**src/pkg/tone_seq_regs.svh**
```systemverilog
// register offsets, field positions, reset values and timing counts
`ifndef TONE_SEQ_REGS_SVH
`define TONE_SEQ_REGS_SVH

// scalar registers, byte addresses
`define TS_CTRL        10'h000
`define TS_CMD         10'h004
`define TS_BURSTS      10'h008
`define TS_LEVEL       10'h00C
`define TS_SEQLEN      10'h010
`define TS_STD         10'h014
`define TS_STATUS      10'h018

// tables of sixteen words, indexed by address bits 5:2
`define TS_FREQ_BASE   10'h040
`define TS_AMP_BASE    10'h080
`define TS_SYM_BASE    10'h0C0
`define TS_ON_BASE     10'h100
`define TS_OFF_BASE    10'h140

// control and command fields
`define TS_CTRL_MODE_LSB  0
`define TS_CTRL_PREEMP    2
`define TS_CMD_SEND       0
`define TS_CMD_STOP       1

// status fields
`define TS_ST_ACTIVE      0
`define TS_ST_SILENT      1
`define TS_ST_POS_LSB     4
`define TS_ST_LEFT_LSB    8

// sequence store size
`define TS_SEQ_MAX        5'h10

// reset values
`define TS_PCT_FULL       7'h64
`define TS_ON_RST         16'h0064
`define TS_OFF_RST        16'h0032
`define TS_BURSTS_RST     8'h01
`define TS_LEVEL_RST      8'h00

// preset tone frequencies in Hz: base, per standard, per symbol
`define TS_FREQ_BASE_HZ   1000
`define TS_FREQ_STD_STEP  100
`define TS_FREQ_SYM_STEP  100

// duration tick of 1 ms at a 100 ns clock
`define TS_TICK_NS        1000000
`define TS_CLK_NS         100
`define TS_TICK_CYCLES    (`TS_TICK_NS / `TS_CLK_NS)

`endif

```
**src/pkg/tone_seq_pkg.sv**
```systemverilog
// types shared by the tone sequence generator files
package tone_seq_pkg;

    // repeat modes as held in the control register
    typedef enum logic [1:0] {
        MODE_SINGLE = 2'h0,
        MODE_BURST  = 2'h1,
        MODE_CONT   = 2'h2,
        MODE_STEP   = 2'h3
    } mode_t;

    // playback states
    typedef enum logic [1:0] {
        ST_IDLE,
        ST_ON,
        ST_OFF
    } play_st_t;

    // register regions seen by the decoder
    typedef enum logic [3:0] {
        RG_NONE, RG_CTRL, RG_CMD, RG_BURSTS, RG_LEVEL, RG_SEQLEN,
        RG_STD, RG_STATUS, RG_FREQ, RG_AMP, RG_SYM, RG_ON, RG_OFF
    } region_t;

    // tone parameters handed to the synthesizer
    typedef struct packed {
        logic        active;
        logic        preemp;
        logic [15:0] freq;
        logic [7:0]  amp;
    } tone_out_t;

endpackage

```
**src/rtl/tone_sequence_generator.sv**
```systemverilog
// tone sequence generator: register file, sequencer and tone output
`timescale 1ns/100ps
`default_nettype none
`include "tone_seq_regs.svh"
// Function
// - single mode plays each position once
// - burst mode repeats sequence repeat-count times
// - repeat count used only in burst mode
// - continuous mode loops until stop
// - step mode plays one tone per send
// - stop ends playback and silences output
// - sequence store holds sixteen symbol indices
// - symbol index fixed, selects one tone
// - standard selection presets frequencies, software overwrites
// - amplitude is percent of generator level
// - tone sounds for position's on time
// - silence for position's off time afterwards
// - pre-emphasis selected or bypassed by setting
// - level off gives zero amplitude

module tone_sequence_generator
    import tone_seq_pkg::*;
#(
    parameter int TICK_CYCLES = `TS_TICK_CYCLES  // cycles per duration tick
) (
    // clock and reset
    input  wire logic        clk_sys,
    input  wire logic        rst,
    // register port
    input  wire logic [9:0]  reg_addr,
    input  wire logic [31:0] reg_wdata,
    input  wire logic        reg_wr,
    input  wire logic        reg_rd,
    output logic [31:0]      reg_rdata,
    // tone parameters to the synthesizer
    output tone_out_t        tone_out
);

    // software settings
    logic [1:0]  mode_q;       // repeat mode
    logic        preemp_q;     // pre-emphasis path select
    logic [7:0]  bursts_q;     // burst repeat count
    logic [7:0]  level_q;      // overall level, zero is off
    logic [4:0]  seq_len_q;    // number of entered positions
    logic [1:0]  std_q;        // selected standard
    // tables
    logic [15:0] freq_q [16];  // frequency per symbol
    logic [6:0]  pct_q  [16];  // relative amplitude per symbol
    logic [3:0]  sym_q  [16];  // symbol per position
    logic [15:0] on_q   [16];  // on ticks per position
    logic [15:0] off_q  [16];  // off ticks per position
    // playback state
    play_st_t    st_q;         // sequencer state
    logic [3:0]  pos_q;        // current position
    logic [15:0] timer_q;      // ticks left in this phase
    logic [15:0] pre_q;        // tick prescaler
    logic [7:0]  left_q;       // bursts left
    // decode and control terms
    region_t     rg;           // region addressed
    logic [3:0]  idx;          // table index
    logic        send_w;       // send command
    logic        stop_w;       // stop command
    logic        start_go;     // send accepted
    logic [3:0]  start_pos;    // position a send starts at
    logic        tick;         // duration tick
    logic        t_end;        // current phase ends
    logic        last;         // current position is the last
    logic [3:0]  cur_sym;      // symbol at current position
    logic [7:0]  amp_w;        // scaled amplitude
    logic [31:0] rd_mux;       // read value

    // region decode used for both writes and reads
    function automatic region_t region_of(input logic [9:0] a);
        case ({a[9:2], 2'b00})
            `TS_CTRL:   region_of = RG_CTRL;
            `TS_CMD:    region_of = RG_CMD;
            `TS_BURSTS: region_of = RG_BURSTS;
            `TS_LEVEL:  region_of = RG_LEVEL;
            `TS_SEQLEN: region_of = RG_SEQLEN;
            `TS_STD:    region_of = RG_STD;
            `TS_STATUS: region_of = RG_STATUS;
            default: begin
                case ({a[9:6], 6'h00})
                    `TS_FREQ_BASE: region_of = RG_FREQ;
                    `TS_AMP_BASE:  region_of = RG_AMP;
                    `TS_SYM_BASE:  region_of = RG_SYM;
                    `TS_ON_BASE:   region_of = RG_ON;
                    `TS_OFF_BASE:  region_of = RG_OFF;
                    default:       region_of = RG_NONE;
                endcase
            end
        endcase
    endfunction

    // preset frequency of a symbol under a standard
    function automatic logic [15:0] preset_freq(input logic [1:0] s,
                                                input logic [3:0] i);
        preset_freq = 16'(`TS_FREQ_BASE_HZ + s * `TS_FREQ_STD_STEP
                          + i * `TS_FREQ_SYM_STEP);
    endfunction

    // command and timing terms
    always_comb begin
        rg        = region_of(reg_addr);
        idx       = reg_addr[5:2];
        send_w    = reg_wr && rg == RG_CMD && reg_wdata[`TS_CMD_SEND];
        stop_w    = reg_wr && rg == RG_CMD && reg_wdata[`TS_CMD_STOP];
        // the repeat count gates a send only in burst mode
        start_go  = send_w && !stop_w && seq_len_q != 5'h00
                    && (mode_q != MODE_BURST || bursts_q != 8'h00)
                    && (mode_q != MODE_STEP || st_q == ST_IDLE);
        // step resumes where it paused, others restart
        start_pos = (mode_q == MODE_STEP && {1'b0, pos_q} < seq_len_q)
                    ? pos_q : 4'h0;
        tick      = pre_q == 16'h0000;
        t_end     = tick && timer_q <= 16'h0001;
        last      = 5'({1'b0, pos_q} + 5'h01) >= seq_len_q;
        cur_sym   = sym_q[pos_q];
    end

    // control registers
    always_ff @(posedge clk_sys) begin
        if (rst) begin
            mode_q    <= MODE_SINGLE;
            preemp_q  <= 1'b0;
            bursts_q  <= `TS_BURSTS_RST;
            level_q   <= `TS_LEVEL_RST;
            seq_len_q <= 5'h00;
            std_q     <= 2'h0;
        end else if (reg_wr) begin
            case (rg)
                RG_CTRL: begin
                    mode_q   <= reg_wdata[`TS_CTRL_MODE_LSB +: 2];
                    preemp_q <= reg_wdata[`TS_CTRL_PREEMP];
                end
                RG_BURSTS: bursts_q <= reg_wdata[7:0];
                RG_LEVEL:  level_q  <= reg_wdata[7:0];
                RG_SEQLEN: begin
                    // length is frozen during playback, capped at 16
                    if (st_q == ST_IDLE) begin
                        seq_len_q <= (reg_wdata[4:0] > `TS_SEQ_MAX)
                                     ? `TS_SEQ_MAX : reg_wdata[4:0];
                    end
                end
                RG_STD:    std_q    <= reg_wdata[1:0];
                default: begin
                end
            endcase
        end
    end

    // symbol definition table, frequencies reloaded on standard selection
    always_ff @(posedge clk_sys) begin
        if (rst) begin
            for (int k = 0; k < 16; k++) begin
                freq_q[k] <= preset_freq(2'h0, 4'(k));
                pct_q[k]  <= `TS_PCT_FULL;
            end
        end else if (reg_wr && rg == RG_STD) begin
            for (int k = 0; k < 16; k++) begin
                freq_q[k] <= preset_freq(reg_wdata[1:0], 4'(k));
            end
        end else if (reg_wr && rg == RG_FREQ) begin
            freq_q[idx] <= reg_wdata[15:0];
        end else if (reg_wr && rg == RG_AMP) begin
            pct_q[idx] <= reg_wdata[6:0];
        end
    end

    // sequence store and per-position durations
    always_ff @(posedge clk_sys) begin
        if (rst) begin
            for (int k = 0; k < 16; k++) begin
                sym_q[k] <= 4'(k);
                on_q[k]  <= `TS_ON_RST;
                off_q[k] <= `TS_OFF_RST;
            end
        end else if (reg_wr) begin
            case (rg)
                RG_SYM:  sym_q[idx] <= reg_wdata[3:0];
                RG_ON:   on_q[idx]  <= reg_wdata[15:0];
                RG_OFF:  off_q[idx] <= reg_wdata[15:0];
                default: begin
                end
            endcase
        end
    end

    // tick prescaler, restarted at every phase boundary
    always_ff @(posedge clk_sys) begin
        if (rst || stop_w || start_go || t_end || tick) begin
            pre_q <= 16'(TICK_CYCLES - 1);
        end else begin
            pre_q <= pre_q - 16'h0001;
        end
    end

    // sequencer
    always_ff @(posedge clk_sys) begin
        if (rst) begin
            st_q    <= ST_IDLE;
            pos_q   <= 4'h0;
            timer_q <= 16'h0000;
            left_q  <= 8'h00;
        end else if (stop_w) begin
            // stop wins in any mode
            st_q  <= ST_IDLE;
            pos_q <= 4'h0;
        end else if (start_go) begin
            st_q    <= ST_ON;
            pos_q   <= start_pos;
            timer_q <= on_q[start_pos];
            left_q  <= bursts_q;
        end else begin
            case (st_q)
                ST_ON: begin
                    if (t_end) begin
                        // on time over, silence follows
                        st_q    <= ST_OFF;
                        timer_q <= off_q[pos_q];
                    end else if (tick) begin
                        timer_q <= timer_q - 16'h0001;
                    end
                end
                ST_OFF: begin
                    if (!t_end) begin
                        if (tick) begin
                            timer_q <= timer_q - 16'h0001;
                        end
                    end else if (mode_q == MODE_STEP) begin
                        // one tone per send, wrap at the end
                        st_q  <= ST_IDLE;
                        pos_q <= last ? 4'h0 : pos_q + 4'h1;
                    end else if (!last) begin
                        // next entered position
                        st_q    <= ST_ON;
                        pos_q   <= pos_q + 4'h1;
                        timer_q <= on_q[pos_q + 4'h1];
                    end else if (mode_q == MODE_CONT
                                 || (mode_q == MODE_BURST && left_q > 8'h01)) begin
                        // another pass from the first position
                        st_q    <= ST_ON;
                        pos_q   <= 4'h0;
                        timer_q <= on_q[0];
                        left_q  <= left_q - 8'h01;
                    end else begin
                        // single pass or last burst done
                        st_q  <= ST_IDLE;
                        pos_q <= 4'h0;
                    end
                end
                default: begin
                    st_q <= ST_IDLE;
                end
            endcase
        end
    end

    // amplitude as percent of the generator level
    tone_amp_scale u_scale (
        .level (level_q),
        .pct   (pct_q[cur_sym]),
        .amp   (amp_w)
    );

    // tone output register
    always_ff @(posedge clk_sys) begin
        if (rst) begin
            tone_out <= '0;
        end else begin
            tone_out.active <= st_q == ST_ON && level_q != 8'h00;
            tone_out.preemp <= preemp_q;
            tone_out.freq   <= freq_q[cur_sym];
            tone_out.amp    <= (st_q == ST_ON) ? amp_w : 8'h00;
        end
    end

    // read value
    always_comb begin
        rd_mux = 32'h0000_0000;
        case (rg)
            RG_CTRL: begin
                rd_mux[`TS_CTRL_MODE_LSB +: 2] = mode_q;
                rd_mux[`TS_CTRL_PREEMP]        = preemp_q;
            end
            RG_BURSTS: rd_mux[7:0]  = bursts_q;
            RG_LEVEL:  rd_mux[7:0]  = level_q;
            RG_SEQLEN: rd_mux[4:0]  = seq_len_q;
            RG_STD:    rd_mux[1:0]  = std_q;
            RG_STATUS: begin
                rd_mux[`TS_ST_ACTIVE]       = st_q == ST_ON;
                rd_mux[`TS_ST_SILENT]       = st_q == ST_OFF;
                rd_mux[`TS_ST_POS_LSB +: 4] = pos_q;
                rd_mux[`TS_ST_LEFT_LSB +: 8] = left_q;
            end
            RG_FREQ:   rd_mux[15:0] = freq_q[idx];
            RG_AMP:    rd_mux[6:0]  = pct_q[idx];
            RG_SYM:    rd_mux[3:0]  = sym_q[idx];
            RG_ON:     rd_mux[15:0] = on_q[idx];
            RG_OFF:    rd_mux[15:0] = off_q[idx];
            default:   rd_mux = 32'h0000_0000;
        endcase
    end

    // read data stand only in the cycle after the strobe
    always_ff @(posedge clk_sys) begin
        if (rst || !reg_rd) begin
            reg_rdata <= 32'h0000_0000;
        end else begin
            reg_rdata <= rd_mux;
        end
    end
endmodule
`default_nettype wire

```
**src/rtl/tone_amp_scale.sv**
```systemverilog
// scales the generator level by a symbol's relative amplitude percent
`timescale 1ns/100ps
`default_nettype none
`include "tone_seq_regs.svh"

module tone_amp_scale (
    // level and percent
    input  wire logic [7:0] level,
    input  wire logic [6:0] pct,
    // scaled amplitude
    output logic [7:0]      amp
);

    logic [6:0]  pct_c;  // percent clamped to full scale
    logic [14:0] prod;   // level times percent

    // percentage of the overall level, never above it
    always_comb begin
        pct_c = (pct > `TS_PCT_FULL) ? `TS_PCT_FULL : pct;
        prod  = level * pct_c;
        amp   = 8'(prod / 15'(`TS_PCT_FULL));
    end

endmodule
`default_nettype wire

```
**config.mk**
```make
export PLATFORM = sky130hd
export DESIGN_NAME = tone_sequence_generator
export DESIGN_NICKNAME = d
export VERILOG_FILES = /design/src/pkg/tone_seq_pkg.sv /design/src/rtl/tone_sequence_generator.sv /design/src/rtl/tone_amp_scale.sv
export VERILOG_INCLUDE_DIRS = /design/src /design/src/pkg
export SDC_FILE = /design/constraint.sdc
export NUM_CORES = 2
export LEC_CHECK = 0
export BUFFER_PORTS_ARGS = -buffer_cell sky130_fd_sc_hd__buf_2
export CAP_MARGIN = 40
export CORE_ASPECT_RATIO = 1.1
export CORE_UTILIZATION = 35
export CTS_CLUSTER_DIAMETER = 100
export CTS_CLUSTER_SIZE = 8
export DETAILED_ROUTE_END_ITERATION = 12
export PLACE_DENSITY_LB_ADDON = 0.25
export SLEW_MARGIN = 0
export SYNTH_ARGS = -nofsm -noshare
export SYNTH_HDL_FRONTEND = slang
export SYNTH_SLANG_ARGS = --single-unit
```
**constraint.sdc**
```tcl
create_clock -name clk_sys -period 32.4 [get_ports clk_sys]
set_clock_uncertainty 0.05 [all_clocks]
set_input_delay 4.86 -clock clk_sys [delete_from_list [all_inputs] [get_ports clk_sys]]
set_output_delay 4.86 -clock clk_sys [all_outputs]
set_load 0.01 [all_outputs]
```
* After elaboration in Yosys (flattened, before gate mapping)
Memories as Yosys holds them, arrays and structs flattened. A register that Yosys moved wholly into a read port is not among the register bits.
Cells that the tools add are included.
** Storage, ports and cells
- Register bits :: 114
- Memory bits (writable) :: 944
- Word-level logic and storage cells :: 258
- Memories kept :: 5
** Cells by class
- $add $sub $neg :: 21
- $mul :: 2
- Div/mod/pow operators :: 1
- $lt $le $gt $ge :: 6
- Equal/unequal tests :: 37
- Multiplexer cells :: 98
- Bitwise operators :: 18
- Reductions and logical operators :: 53
** Memories
- freq_q :: depth 16, width 16, read ports 2, clocked after Yosys merged registers in 1, wr ports 16, line tone_sequence_generator.sv:47 : logic [15:0] freq_q [16];
- off_q :: depth 16, width 16, read ports 2, clocked after Yosys merged registers in 1, wr ports 16, line tone_sequence_generator.sv:51 : logic [15:0] off_q [16];
- on_q :: depth 16, width 16, read ports 4, clocked after Yosys merged registers in 0, wr ports 16, line tone_sequence_generator.sv:50 : logic [15:0] on_q [16];
- pct_q :: depth 16, width 7, read ports 2, clocked after Yosys merged registers in 0, wr ports 16, line tone_sequence_generator.sv:48 : logic [6:0] pct_q [16];
- sym_q :: depth 16, width 4, read ports 2, clocked after Yosys merged registers in 1, wr ports 16, line tone_sequence_generator.sv:49 : logic [3:0] sym_q [16];
** Operators by type and width (number)
- two-way mux 16 bit :: 26
- adder 16 x 10 -> 16 bit (second input constant) :: 5
- adder 16 x 11 -> 16 bit (second input constant) :: 4
- two-way mux 4 bit :: 15
- adder 16 x 9 -> 16 bit (second input constant) :: 3
- two-way mux 8 bit :: 6
- OR reduction 16 bit :: 3
- two-way mux 1 bit :: 35
- case mux 16 bit (2 select lines) :: 1
- case mux 8 bit (4 select lines) :: 1
- subtractor 16 x 1 -> 16 bit (second input constant) :: 2
- case mux 4 bit (7 select lines) :: 1
- equality test 4 x 3 -> 1 bit (second input constant) :: 6
- equality test 8 x 3 -> 1 bit (second input constant) :: 3
- case mux 2 bit (11 select lines) :: 1
- equality test 4 bit (second input constant) :: 5
- case mux 4 bit (5 select lines) :: 1
- adder 16 x 7 -> 16 bit (second input constant) :: 1
- adder 16 x 8 -> 16 bit (second input constant) :: 1
- equality test 4 x 2 -> 1 bit (second input constant) :: 4
- equality test 8 x 2 -> 1 bit (second input constant) :: 2
- <= comparator 16 x 1 -> 1 bit (second input constant) :: 1
- zero test 16 bit :: 1
- OR 1 bit :: 16
- other kinds (48) :: 92

* Depth between registers and ports, before layout
- Depth after elaboration :: 15
- Depth in mapped cells :: 48
- Mapped depth without buffers :: 40

* By module
A second synthesis with hierarchy kept.
** Second synthesis, totals
- Cells, all modules :: 5367
- Area total of the unflattened synthesis :: 63691.1 µm²
** By module, submodules not included
- tone_sequence_generator :: instances 1, cells each 4902, area each 60181.5 µm²
- tone_amp_scale :: instances 1, cells each 465, area each 3509.6 µm²

* Worst setup path after synthesis
No wires, ideal clock.
- Kind :: reg-to-reg
- Start :: reg with a tool-made name
- End :: reg tone_out[0] in the netlist's numbering
- Library setup time :: 120 ps
- Data arrival time :: 11374 ps
- Setup slack :: 20856 ps
- Stages on the path, launching flop included :: 44
- Path through :: dfxtp_1 > clkbuf_1 > clkbuf_1 > mux4_2 > mux4_2 > clkbuf_1 > buf_1 > mux4_2 > mux2i_1 > nand2_1 > o21ai_0 > nand2_1 > a211oi_1 > nor2_1 > or2_2 > clkbuf_1 > and2_1 > fa_1 > (+8 left out) > o221ai_1 > a21oi_1 > or3_1 > nor4_1 > o311ai_1 > o211ai_2 > o211ai_1 > a221oi_4 > a21oi_1 > or2_1 > clkbuf_1 > xnor2_1 > nand3_1 > a21o_1 > a32oi_1 > o22ai_1 > xor2_1 > o31a_1
** RTL lines
- end: declaration :: line tone_sequence_generator.sv:36 : output tone_out_t tone_out

==> impl_results.md <==
* Status: finished, final reports clean
* Number of synthesis warnings at 0
* Routed WL at 207800 um
* Tcrit/Tclk final at 43.37%
* Detail Route Antenna Nets at 0
* Slowest cell delay on critical path at 0.95 ns
* Synth-to-Final Area Change at 13.41%
* Cell variety after synth at 87
* Commonest non-fill, non-tap cell in the layout: edfxtp_1
* Clock Tree Root: clkbuf_16
* DR iter-0 viols at 5411
* Power per cell area at 48.67 nW/um^2
* Finish-stage setup viols at 0
* Routability cong. at 0.9093
* Asr flop ratio synth at 0%
* First-pass GRT wire length at 301800 um
* RSZ-0062 raised after global routing: no
* Sequential area share after synthesis at 49.54%
* Peak VDD IR at 55.49 uV
* Syn Inst Count at 4724
* CTS Hold Buffers Added at 0
* Detailed-route DRC error count at 0
* GRT Util Overall at 23.08%
* TritonCTS clock tree: built
* CTS sink cnt at 1062
* CTS buffer count at 150
* Die height at 443.4 um
* R2R Path End: tone_out[0]
* Vias in the first global route at 42457
* Layout net count at 4830
* Reg2Reg Depth at 44
* Critical path class: reg -> reg
* Yosys reg bits at 1062
* Core region area at 175500 sq um
* Crit start category: flop
* GR Util met1 at 30.58%
* Resized Gates After CTS at 0
* Syn_area_per_cell at 13.12 sq um
* M2 GR Usage at 37.08%
* Static Leak at 0.02347 uW
* Final Hold Fails at 0
* Measured slew at the worst slew-check pin at 0.9081 ns
* Port bufs at 69
* Syn Std Cell Area at 61990 sq um
* Pin count of the biggest net entering global routing at 96
* Area leader, netlist: edfxtp_1
* Longest Clk Path Bufs at 3
* Top_reg_cell synth: edfxtp_1
* Post-DP HPWL at 140400 um
* Most frequent cells in the layout: 944 x edfxtp_1, 610 x mux4_2, 465 x and2_1, 357 x nand2_1, 299 x nor2_1
* CP Max Fanout at 32
* Skew-Pair Late Insertion Delay at 0.80 ns
* Max Clock Freq at 71.17 MHz
* Setup TNS at 0 ns
* Crit path time final at 14.05 ns
* DR vias at 42804
* Worst setup path end: tone_out[0]
* Pwr Total at 3422 uW
* Slew margin rel. at 39.29%
* Hold_sp: std_q[0]
* Placed Cells at 6903
* Synth top area share at 45.73%
* Layout cells sized above 1 at 24.74%
* Fin. max-slew vios at 0
* CP arrival at 14.73 ns
* Postcts setup bufs at 0
* Row Count at 161
* Die ar. at 178800 sq um
* Post-synth EDFFs at 944
* Drt pass-1 iters at 6
* Fin util at 40.07%
* Met3 Track Usage GR at 5.195%
* HP Class: reg -> reg
* Worst Setup End Kind: flop
* Ports at 104
* WP data required at 33.08 ns
* Gr ovfl total at 0
* Initial Utilization at 35.33%
* Layout Cells excl Fill at 7147
* Routed length per placed instance at 29.08 um
* Via density at 5.989
* Most used cell along the critical path: fa_1
* CP max stage cell: mux4_4
* Max-Cap Viols at 0
* Antenna violations before repair at 20
* GR peak layer: met2
* Synth area leaders: edfxtp_1 46%, mux4_2 22%, and2_1 4.7%, dfxtp_1 3.8%, clkbuf_1 2.4%
* Die Wd at 403.3 um
* Reg-to-reg setup timing slack at 18.35 ns
* Clock transition at path regs at 0.06 ns
* Max H-tree Level at 4
-- where the power goes --
part | internal, uW | total, uW | switching (uW)
combinational | 144 | 337 | 192
sequential | 1560 | 1600 | 38.9
clock | 861 | 1490 | 627
total | 2560 | 3420 | 858
-- through the flow --
| step | setup WS (ns) | hold slack (ns) | instance area (sq um) |
|---|---|---|---|
| 2_1_floorplan | 20.86 | 0.3535 | 62050 |
| 3_3_place_gp | 18.09 | 0.3863 | 64660 |
| 3_5_place_dp | 18.45 | 0.3858 | 66000 |
| 4_1_cts | 18.42 | 0.3970 | 70270 |
| 5_1_grt | 17.38 | 0.4256 | 70280 |
| 6_report | 18.35 | 0.3967 | 70300 |
-- Yosys cell counts (48+ instances only) --
| cell type | number |
|---|---|
| a211oi_1 | 65 |
| and2_1 | 465 |
| and3_1 | 55 |
| nor2_1 | 303 |
| buf_1 | 71 |
| o21ai_0 | 141 |
| ha_1 | 62 |
| inv_1 | 61 |
| mux2i_1 | 73 |
| nor3_1 | 153 |
| mux4_2 | 613 |
| o21a_1 | 54 |
| clkbuf_1 | 389 |
| dfxtp_1 | 118 |
| a31oi_1 | 48 |
| nand3_1 | 69 |
| a21oi_1 | 115 |
| nor2b_1 | 53 |
| nand2_1 | 361 |
| or3_1 | 127 |
| edfxtp_1 | 944 |
-- sequential cells by signal, summed over array words and instances, names as in the netlist, 4 cells and up, named ones only --
signal	cells
freq_q	256
off_q	256
on_q	256
pct_q	112
sym_q	64
tone_out	26
pre_q	16
reg_rdata	16
timer_q	16
bursts_q	8
left_q	8
level_q	8
seq_len_q	5
pos_q	4
-- how the worst min path moves through the flow --
stage	to	slack [ns]	cells after the start
finish	std_q[0]	0.40	2
global route	std_q[1]	0.43	2
CTS	std_q[0]	0.40	2
detailed placement	pre_q[0]	0.39	1
global placement	pre_q[0]	0.39	1
floorplan	pre_q[0]	0.35	1
-- cells by family (layout without fill, tap and decap cells) --
kind of cell / after synthesis / in the layout / synth area share, %
simple gates: 1666 / 1666 / 13.78
mux: 717 / 717 / 24.01
buf+inv: 545 / 580 / 3.409
other cells: 1 / 26 / 0.006049
fa+ha+maj: 94 / 94 / 2.236
flops: 1062 / 1062 / 49.54
xor+xnor: 57 / 57 / 0.8174
compound gates: 582 / 582 / 6.205
-- layer usage --
metal	routed length, um	share of wire, %
met1	81360	39
met2	98400	47
met3	20470	9.9
met4	7536	3.6
met5	57	0.027
-- final cells by class --
| type | count | area, sq um |
|---|---|---|
| Antenna cell | 10 | 25.02 |
| Clock buffer | 220 | 4059 |
| Clock inverter | 13 | 209.0 |
| Fill cell | 16253 | 105200 |
| Inverter | 63 | 240.2 |
| Multi-Input combinational cell | 3132 | 29450 |
| Sequential cell | 1062 | 30720 |
| Tap cell | 2363 | 2957 |
| Timing Repair Buffer | 284 | 2638 |
-- worst max-delay path, delay by kind of cell, from the launching register on --
| family | cells | cell delay [ns] |
|---|---|---|
| simple gates | 11 | 2.06 |
| compound gates | 16 | 5.01 |
| mux | 4 | 2.22 |
| fa+ha+maj | 6 | 2.72 |
| buf+inv | 7 | 1.47 |
| flops | 1 | 0.41 |
No activity file was read; power rests on OpenSTA's default activity.
